**config.mk**
```make
export PLATFORM = sky130hd
export DESIGN_NAME = bsl_strap_latch
export DESIGN_NICKNAME = d
export VERILOG_FILES = /design/src/bsl_pkg.sv /design/src/bsl_boot_decode.sv /design/src/bsl_strap_latch.sv
export SDC_FILE = /design/constraint.sdc
export NUM_CORES = 1
export LEC_CHECK = 0
export ABC_CLOCK_PERIOD_IN_PS = 1350
export BUFFER_PORTS_ARGS = -buffer_cell sky130_fd_sc_hd__buf_2
export CAP_MARGIN = 20
export CORE_MARGIN = 10
export CORE_UTILIZATION = 38
export CTS_BUF_LIST = sky130_fd_sc_hd__clkbuf_16
export DETAILED_ROUTE_END_ITERATION = 16
export PLACE_DENSITY = 0.79
export SYNTH_ARGS = -nofsm -noshare
export SYNTH_HDL_FRONTEND = slang
export SYNTH_SLANG_ARGS = --single-unit
```
**constraint.sdc**
```tcl
create_clock -name clk_sys -period 1.35 [get_ports clk_sys]
set_input_delay 0.0675 -clock clk_sys [delete_from_list [all_inputs] [get_ports clk_sys]]
set_output_delay 0.0675 -clock clk_sys [all_outputs]
set_load 0.03 [all_outputs]
```
**src/bsl_pkg.sv**
```systemverilog
// Constants, types and register map of the boot strap latch and decoder.
// Assumes one 125 MHz clock and a plain address/strobe register port.
// Contract
// - Qualifying resets sample both straps, held afterwards
// - Boot-select strap pin weakly pulled up
// - Latched straps readable in strap status register
// - Pins released after reset; latches ignore them
// - Boot-select 1 flash; 0 with print 1 download
// - Download boot offers firmware download over UART
// - Two-bit policy gates boot log printing
// - Enable low is reset, at least 50 us
`default_nettype none

package bsl_pkg;

  localparam int CLK_PERIOD_NS  = 8;
  localparam int CE_LOW_MIN_US  = 50;
  localparam int CE_LOW_CYCLES  = (CE_LOW_MIN_US * 1000 + CLK_PERIOD_NS - 1) / CLK_PERIOD_NS;

  localparam int ADDR_W         = 8;
  localparam int DATA_W         = 32;

  localparam logic [ADDR_W-1:0] STRAP_STATUS_OFS = 8'h00;
  localparam logic [ADDR_W-1:0] STRAP_CTRL_OFS   = 8'h04;

  // Strap bit positions inside the latch
  localparam int PRINT_BIT      = 0;
  localparam int BOOT_SEL_BIT   = 1;
  localparam logic [1:0] STRAP_RESET = 2'h3;

  // Status register fields
  localparam int STS_STRAP_LSB  = 0;
  localparam int STS_MODE_LSB   = 2;
  localparam int STS_PRINT_BIT  = 4;
  localparam int STS_VALID_BIT  = 5;
  localparam int STS_UART_BIT   = 6;
  localparam int STS_POLICY_LSB = 7;

  // Control register fields
  localparam int CTRL_PULLUP_DIS_BIT = 0;

  // Boot log print policy values
  localparam logic [1:0] POLICY_ALWAYS    = 2'h0;
  localparam logic [1:0] POLICY_WHEN_LOW  = 2'h1;
  localparam logic [1:0] POLICY_WHEN_HIGH = 2'h2;
  localparam logic [1:0] POLICY_NEVER     = 2'h3;

  typedef enum logic [1:0] {
    BOOT_FLASH,
    BOOT_JOINT_DOWNLOAD,
    BOOT_INVALID
  } bsl_boot_mode_type;

  typedef enum logic {
    ST_STRAP,
    ST_RUN
  } bsl_state_type;

endpackage

`default_nettype wire

```
**src/bsl_boot_decode.sv**
```systemverilog
// Decodes latched strap bits and print policy into boot mode and print gate.
// Assumes its inputs come from latches that change only at a strap sample.
`default_nettype none

module bsl_boot_decode (
  input  wire logic [1:0]                 strapBits,
  input  wire logic [1:0]                 printPolicy,
  output var  bsl_pkg::bsl_boot_mode_type bootMode,
  output var  logic                       printEnable,
  output var  logic                       uartDownload
);

  always_comb begin
    if (strapBits[bsl_pkg::BOOT_SEL_BIT]) begin
      bootMode = bsl_pkg::BOOT_FLASH;
    end else if (strapBits[bsl_pkg::PRINT_BIT]) begin
      bootMode = bsl_pkg::BOOT_JOINT_DOWNLOAD;
    end else begin
      bootMode = bsl_pkg::BOOT_INVALID;
    end
    uartDownload = (bootMode == bsl_pkg::BOOT_JOINT_DOWNLOAD);
  end

  always_comb begin
    unique case (printPolicy)
      bsl_pkg::POLICY_ALWAYS:    printEnable = 1'b1;
      bsl_pkg::POLICY_WHEN_LOW:  printEnable = ~strapBits[bsl_pkg::PRINT_BIT];
      bsl_pkg::POLICY_WHEN_HIGH: printEnable = strapBits[bsl_pkg::PRINT_BIT];
      bsl_pkg::POLICY_NEVER:     printEnable = 1'b0;
    endcase
  end

endmodule

`default_nettype wire

```
**src/bsl_strap_latch.sv**
```systemverilog
// Strap latch: samples the two strap pins on qualifying resets, holds them,
// decodes boot mode and print gate, and exposes them over a register port.
// Assumes pin levels and reset causes are synchronous to clk_sys.
`default_nettype none

module bsl_strap_latch #(
  parameter int CE_LOW_CYCLES = bsl_pkg::CE_LOW_CYCLES,
  parameter int ADDR_W        = bsl_pkg::ADDR_W,
  parameter int DATA_W        = bsl_pkg::DATA_W
) (
  input  wire logic                       clk_sys,
  input  wire logic                       reset_n,
  input  wire logic                       chipEnable,
  input  wire logic                       watchdogReset,
  input  wire logic                       brownoutReset,
  input  wire logic                       printStrapPin,
  input  wire logic                       bootSelectStrapPin,
  input  wire logic [1:0]                 bootLogPrintPolicy,
  output var  logic                       bootSelectPullUpEn,
  output var  logic                       strapPinsReleased,
  output var  logic                       chipActive,
  output var  bsl_pkg::bsl_boot_mode_type bootMode,
  output var  logic                       printEnable,
  output var  logic                       uartDownloadEn,
  input  wire logic [ADDR_W-1:0]          regAddr,
  input  wire logic [DATA_W-1:0]          regWrData,
  input  wire logic                       regWrite,
  input  wire logic                       regRead,
  output var  logic [DATA_W-1:0]          regRdData
);

  localparam int CNT_W = $clog2(CE_LOW_CYCLES + 1);
  localparam logic [CNT_W-1:0] CNT_MAX  = CNT_W'(CE_LOW_CYCLES);
  localparam logic [CNT_W-1:0] CNT_LAST = CNT_W'(CE_LOW_CYCLES - 1);

  bsl_pkg::bsl_state_type     state_reg;
  bsl_pkg::bsl_state_type     state_next;
  logic [CNT_W-1:0]           lowCount_reg;
  logic [1:0]                 strapBits_reg;
  logic [1:0]                 policy_reg;
  logic                       pullUpDis_reg;
  logic                       chipActive_reg;
  bsl_pkg::bsl_boot_mode_type bootMode_reg;
  logic                       printEnable_reg;
  logic                       uartDownload_reg;
  logic [DATA_W-1:0]          regRdData_reg;
  logic [DATA_W-1:0]          statusWord;
  logic [DATA_W-1:0]          ctrlWord;
  logic                       porSet;
  logic                       causeSet;
  logic                       sampleNow;
  bsl_pkg::bsl_boot_mode_type decodedMode;
  logic                       decodedPrint;
  logic                       decodedUart;

  // Enable must stay low for the full minimum time to count as a reset
  always_ff @(posedge clk_sys) begin
    if (!reset_n) begin
      lowCount_reg <= '0;
    end else if (chipEnable) begin
      lowCount_reg <= '0;
    end else if (lowCount_reg != CNT_MAX) begin
      lowCount_reg <= lowCount_reg + CNT_W'(1);
    end
  end

  assign porSet    = !chipEnable && (lowCount_reg == CNT_LAST);
  assign causeSet  = porSet || watchdogReset || brownoutReset;
  assign sampleNow = (state_reg == bsl_pkg::ST_STRAP) && chipEnable && !causeSet;

  // A new cause in the sampling cycle keeps the latch waiting
  always_comb begin
    state_next = state_reg;
    unique case (state_reg)
      bsl_pkg::ST_STRAP: begin
        if (sampleNow) begin
          state_next = bsl_pkg::ST_RUN;
        end
      end
      bsl_pkg::ST_RUN: begin
        if (causeSet) begin
          state_next = bsl_pkg::ST_STRAP;
        end
      end
    endcase
  end

  always_ff @(posedge clk_sys) begin
    if (!reset_n) begin
      state_reg <= bsl_pkg::ST_STRAP;
    end else begin
      state_reg <= state_next;
    end
  end

  // Strap latches and the policy captured alongside them
  always_ff @(posedge clk_sys) begin
    if (!reset_n) begin
      strapBits_reg <= bsl_pkg::STRAP_RESET;
      policy_reg    <= bsl_pkg::POLICY_ALWAYS;
    end else if (sampleNow) begin
      strapBits_reg[bsl_pkg::PRINT_BIT]    <= printStrapPin;
      strapBits_reg[bsl_pkg::BOOT_SEL_BIT] <= bootSelectStrapPin;
      policy_reg                           <= bootLogPrintPolicy;
    end
  end

  bsl_boot_decode u_decode (
    .strapBits    (strapBits_reg),
    .printPolicy  (policy_reg),
    .bootMode     (decodedMode),
    .printEnable  (decodedPrint),
    .uartDownload (decodedUart)
  );

  always_ff @(posedge clk_sys) begin
    if (!reset_n) begin
      bootMode_reg     <= bsl_pkg::BOOT_FLASH;
      printEnable_reg  <= 1'b0;
      uartDownload_reg <= 1'b0;
    end else begin
      bootMode_reg     <= decodedMode;
      printEnable_reg  <= decodedPrint && (state_reg == bsl_pkg::ST_RUN);
      uartDownload_reg <= decodedUart && (state_reg == bsl_pkg::ST_RUN);
    end
  end

  // Chip logic held while enable is low
  always_ff @(posedge clk_sys) begin
    if (!reset_n) begin
      chipActive_reg <= 1'b0;
    end else begin
      chipActive_reg <= chipEnable && (state_next == bsl_pkg::ST_RUN);
    end
  end

  always_ff @(posedge clk_sys) begin
    if (!reset_n) begin
      pullUpDis_reg <= 1'b0;
    end else if (regWrite && (regAddr == bsl_pkg::STRAP_CTRL_OFS)) begin
      pullUpDis_reg <= regWrData[bsl_pkg::CTRL_PULLUP_DIS_BIT];
    end
  end

  always_comb begin
    statusWord = '0;
    statusWord[bsl_pkg::STS_STRAP_LSB +: 2]  = strapBits_reg;
    statusWord[bsl_pkg::STS_MODE_LSB +: 2]   = bootMode_reg;
    statusWord[bsl_pkg::STS_PRINT_BIT]       = printEnable_reg;
    statusWord[bsl_pkg::STS_VALID_BIT]       = (state_reg == bsl_pkg::ST_RUN);
    statusWord[bsl_pkg::STS_UART_BIT]        = uartDownload_reg;
    statusWord[bsl_pkg::STS_POLICY_LSB +: 2] = policy_reg;
    ctrlWord = '0;
    ctrlWord[bsl_pkg::CTRL_PULLUP_DIS_BIT]   = pullUpDis_reg;
  end

  always_ff @(posedge clk_sys) begin
    if (!reset_n) begin
      regRdData_reg <= '0;
    end else if (regRead && (regAddr == bsl_pkg::STRAP_STATUS_OFS)) begin
      regRdData_reg <= statusWord;
    end else if (regRead && (regAddr == bsl_pkg::STRAP_CTRL_OFS)) begin
      regRdData_reg <= ctrlWord;
    end else begin
      regRdData_reg <= '0;
    end
  end

  // Pull-up forced on while the pin serves as a strap
  assign bootSelectPullUpEn = (state_reg == bsl_pkg::ST_STRAP) || !pullUpDis_reg;
  assign strapPinsReleased  = (state_reg == bsl_pkg::ST_RUN);
  assign chipActive         = chipActive_reg;
  assign bootMode           = bootMode_reg;
  assign printEnable        = printEnable_reg;
  assign uartDownloadEn     = uartDownload_reg;
  assign regRdData          = regRdData_reg;

  chk_latch_sample: assert property (@(posedge clk_sys) disable iff (!reset_n)
    sampleNow |=> (strapBits_reg[bsl_pkg::BOOT_SEL_BIT] == $past(bootSelectStrapPin))
      && (strapBits_reg[bsl_pkg::PRINT_BIT] == $past(printStrapPin)))
    else $error("strap latch missed sample");

  chk_latch_hold: assert property (@(posedge clk_sys) disable iff (!reset_n)
    (state_reg == bsl_pkg::ST_RUN) |=> $stable(strapBits_reg))
    else $error("strap bits changed after release");

  chk_pullup_strap: assert property (@(posedge clk_sys) disable iff (!reset_n)
    !strapPinsReleased |-> bootSelectPullUpEn)
    else $error("pull-up off during strapping");

  chk_status_read: assert property (@(posedge clk_sys) disable iff (!reset_n)
    regRead && (regAddr == bsl_pkg::STRAP_STATUS_OFS)
    |=> regRdData[1:0] == $past(strapBits_reg))
    else $error("status read wrong strap bits");

  chk_release_sample: assert property (@(posedge clk_sys) disable iff (!reset_n)
    sampleNow |=> strapPinsReleased)
    else $error("pins not released after sample");

  chk_flash_mode: assert property (@(posedge clk_sys) disable iff (!reset_n)
    sampleNow && bootSelectStrapPin |-> ##2 bootMode == bsl_pkg::BOOT_FLASH)
    else $error("flash boot not selected");

  chk_download_mode: assert property (@(posedge clk_sys) disable iff (!reset_n)
    sampleNow && !bootSelectStrapPin && printStrapPin
    |-> ##2 bootMode == bsl_pkg::BOOT_JOINT_DOWNLOAD)
    else $error("download boot not selected");

  chk_uart_download: assert property (@(posedge clk_sys) disable iff (!reset_n)
    uartDownloadEn |-> bootMode == bsl_pkg::BOOT_JOINT_DOWNLOAD)
    else $error("uart download outside download boot");

  chk_print_never: assert property (@(posedge clk_sys) disable iff (!reset_n)
    sampleNow && (bootLogPrintPolicy == bsl_pkg::POLICY_NEVER) ##1 !causeSet
    |=> !printEnable)
    else $error("print enabled under never policy");

  chk_print_low: assert property (@(posedge clk_sys) disable iff (!reset_n)
    sampleNow && (bootLogPrintPolicy == bsl_pkg::POLICY_WHEN_LOW) ##1 !causeSet
    |=> printEnable == !$past(printStrapPin, 2))
    else $error("print gate wrong under low policy");

  chk_enable_reset: assert property (@(posedge clk_sys) disable iff (!reset_n)
    !chipEnable |=> !chipActive)
    else $error("chip active with enable low");

  chk_low_qualify: assert property (@(posedge clk_sys) disable iff (!reset_n)
    strapPinsReleased && !chipEnable && (lowCount_reg != CNT_LAST)
    && !watchdogReset && !brownoutReset |=> strapPinsReleased)
    else $error("short enable pulse reset the straps");

  chk_mode_stable: assert property (@(posedge clk_sys) disable iff (!reset_n)
    strapPinsReleased && $past(strapPinsReleased) && $past(strapPinsReleased, 2)
    |-> $stable(bootMode) && $stable(printEnable))
    else $error("boot outputs moved between resets");

  cov_flash_boot: cover property (@(posedge clk_sys) disable iff (!reset_n)
    sampleNow && bootSelectStrapPin ##2 bootMode == bsl_pkg::BOOT_FLASH);

  cov_download_boot: cover property (@(posedge clk_sys) disable iff (!reset_n)
    sampleNow && !bootSelectStrapPin ##2 uartDownloadEn);

  cov_watchdog_resample: cover property (@(posedge clk_sys) disable iff (!reset_n)
    strapPinsReleased && watchdogReset ##[1:8] sampleNow);

  cov_por_resample: cover property (@(posedge clk_sys) disable iff (!reset_n)
    porSet ##[1:20] sampleNow);

endmodule

`default_nettype wire

```
==> metrics.cfg <==
[sta]
fin_crit_sh=0.980
rsz0062_at_grt=true
setup-tns-final_ns=0
timing.final.max_slew_violations=0
fmax_mhz=756
finalWorstSetupSlack_ns=0.0272
finalClockSkew_ns=0.00151
post-route-min-period_ns=1.32
hold_viol_final=0
finalSetupViolCount=0

[clock_tree]
clockRootBuffer=clkbuf_16
cts_tree=built
htree_levels=2
hold_buffers=0
cts.sinks=33
cts_buffer_depth=2
numCtsBuffers=5
insertion_delay_ns=0.27
clk_pin_slew_ns=0.05

[logic_synthesis]
synth_common_cells=33 x dfxtp_1, 23 x buf_4, 14 x nor2_1
synth_top_family_by_area=simple AND/OR/NAND/NOR gates
synth_ff_type=dfxtp_1
avgSynthCellArea_sq_um=9.53
synth-xor-area-share=0.0593
ys_ff_latch=33
synth_area_leaders=dfxtp_1 45%, buf_4 12%, xor2_1 5.3%
ys_warn_count=0
async_flop_share=0
yosysTopAreaCell=dfxtp_1
ys_types=29
muxShareOfSynthArea=0.0474
yosysTopAreaCellShare=0.447
synth_edf_count=0
synth_compound_area_frac=0.0254
yosys.area_share.simple=0.253
synthCells=155
yosysMostFrequentCell=dfxtp_1
synth_fa_ha_area_frac=0.0254
seq_area_frac_synth=0.447
netlist_area_sq_um=1480

[drt]
first_iter_violations=27
totalWireLength_microns=3180
met1Wirelength_microns=1230
num_vias=1145
viasPerCell=4.54
drtPass1Iterations=4
wl_per_cell_microns=12.6
top_layer=met4
postRouteAntennaNets=0
route.met3.wl_microns=260
routed-wl-met2_microns=1590
drc=0

[global_routing]
antenna_found_initial=0
grt_pass1_wl_microns=5240
grt.overflow.total=0
track_usage=0.0987
grt_max_degree=14
grt_pass1_vias=1164

[floorplanning]
dieArea_sq_um=6780
core-area_sq_um=3720
die_h_microns=82.4
rows=22
start_util=0.398
ios=90
die_w_microns=82.4

[worst_setup_path]
crit_type=reg2reg
end_kind=flop
startpoint_type=flop
arrival_ns=1.52
crit_required_ns=1.55
cp_max_fo=5

[power]
peakVddDrop_mv=0.591
power_density_nw_per_um2=1300
p_leak_nw=0.855
fin_total_pwr_mw=2.47

[final_layout]
drive_gt1_frac=0.324
stdcell_area_sq_um=1900
areaGrowthSynthToFinish_pct=28.5
final_nets=257
largest_reg_flops=13
diodes=0

[outcome]
status=complete, no violations

[placed_design]
dpl_cell_area_sq_um=1670
portBuffers=35
place_hpwl_microns=2420
place_congestion=0.732
pre_cts_slack_ns=-0.0503

[worst_hold_path]
hold_path_class=in2reg

[flow_run]
drv_cap=0

## power by group
| group | total, mW | internal, mW | switching (mW) |
|---|---|---|---|
| sequential | 0.994 | 0.985 | 0.00885 |
| clock | 1.29 | 0.872 | 0.414 |
| combinational | 0.186 | 0.0487 | 0.138 |
| total | 2.47 | 1.91 | 0.560 |
## logic make-up (layout without fill, tap and decap cells)
kind of cell | count (synthesis) | after routing
simple gates | 64 | 64
flops | 33 | 33
buf+inv | 30 | 57
xor+xnor | 10 | 10
compound gates | 7 | 7
mux | 7 | 7
fa+ha+maj | 3 | 3
other cells | 1 | 23
## final timing paths
| path | start | to | slack (ns) | depth (start not counted) |
|---|---|---|---|---|
| min reg2reg | printEnable$_SDFF_PN0_ | regRdData[4]$_SDFF_PN0_ | 0.45 | 1 |
| max reg2reg | lowCount_reg[0]$_SDFFE_PP0P_ | lowCount_reg[2]$_SDFFE_PP0P_ | 0.03 | 6 |
| min | printStrapPin | strapBits_reg[0]$_SDFFE_PN1P_ | 0.02 | 3 |
| max | lowCount_reg[0]$_SDFFE_PP0P_ | lowCount_reg[2]$_SDFFE_PP0P_ | 0.03 | 6 |
## area by class of cell
class	instances	area, sq um
fillers	334	1820
multi-input cells	114	734
flip-flops and latches	33	667
repair buffers	45	250
clock buffers	5	125
well taps	48	60.1
clock inverters	3	46.3
inverters	4	15.0
## layer usage
| layer | vias to the layer above | GRT usage |
|---|---|---|
| met5 | - | 0 |
| met4 | 0 | 0.0680 |
| met3 | 7 | 0.0248 |
| met2 | 48 | 0.170 |
| met1 | 526 | 0.103 |
| li1 | 564 | - |
## worst max-delay path, stage by stage (launching register included)
cell,delay (ns)
dfxtp_2,0.33
inv_2,0.05
ha_4,0.14
and3_1,0.13
and4_4,0.16
or3_1,0.31
a21oi_1,0.13
## stage by stage
| step | hold WS, ns | util | std cells |
|---|---|---|---|
| floorplan | 0.196 | - | 177 |
| global placement | 0.285 | 0.449 | 242 |
| detailed placement | 0.300 | 0.449 | 242 |
| CTS | 0.0231 | 0.503 | 252 |
| global route | 0.0421 | 0.511 | 252 |
| finish | 0.0228 | 0.511 | 252 |
## cells in the final DEF (no fill, tap or decap), types with 2 or more instances in the layout
cell	netlist	final
and3_1	3	3
nor2b_1	4	4
buf_2	0	35
xor2_1	9	9
o21ai_0	3	3
inv_1	4	3
buf_4	23	10
a21oi_1	3	3
and4_1	3	2
or3_1	2	2
nor2_1	14	14
ha_4	0	2
mux2i_1	7	7
dfxtp_2	0	5
clkbuf_16	0	5
dfxtp_1	33	28
nand2_1	9	9
and2_1	11	11
nand4_1	6	6
nand3_1	4	4
conb_1	1	23
## timing repair
| action | in CTS | in global routing |
|---|---|---|
| buffers inserted | 2 | 0 |
| resized for setup | 4 | 5 |
| pin swaps | 4 | 1 |
| endpoints found under the setup margin | 2 | 7 |
(Power assumes the default switching activity.)
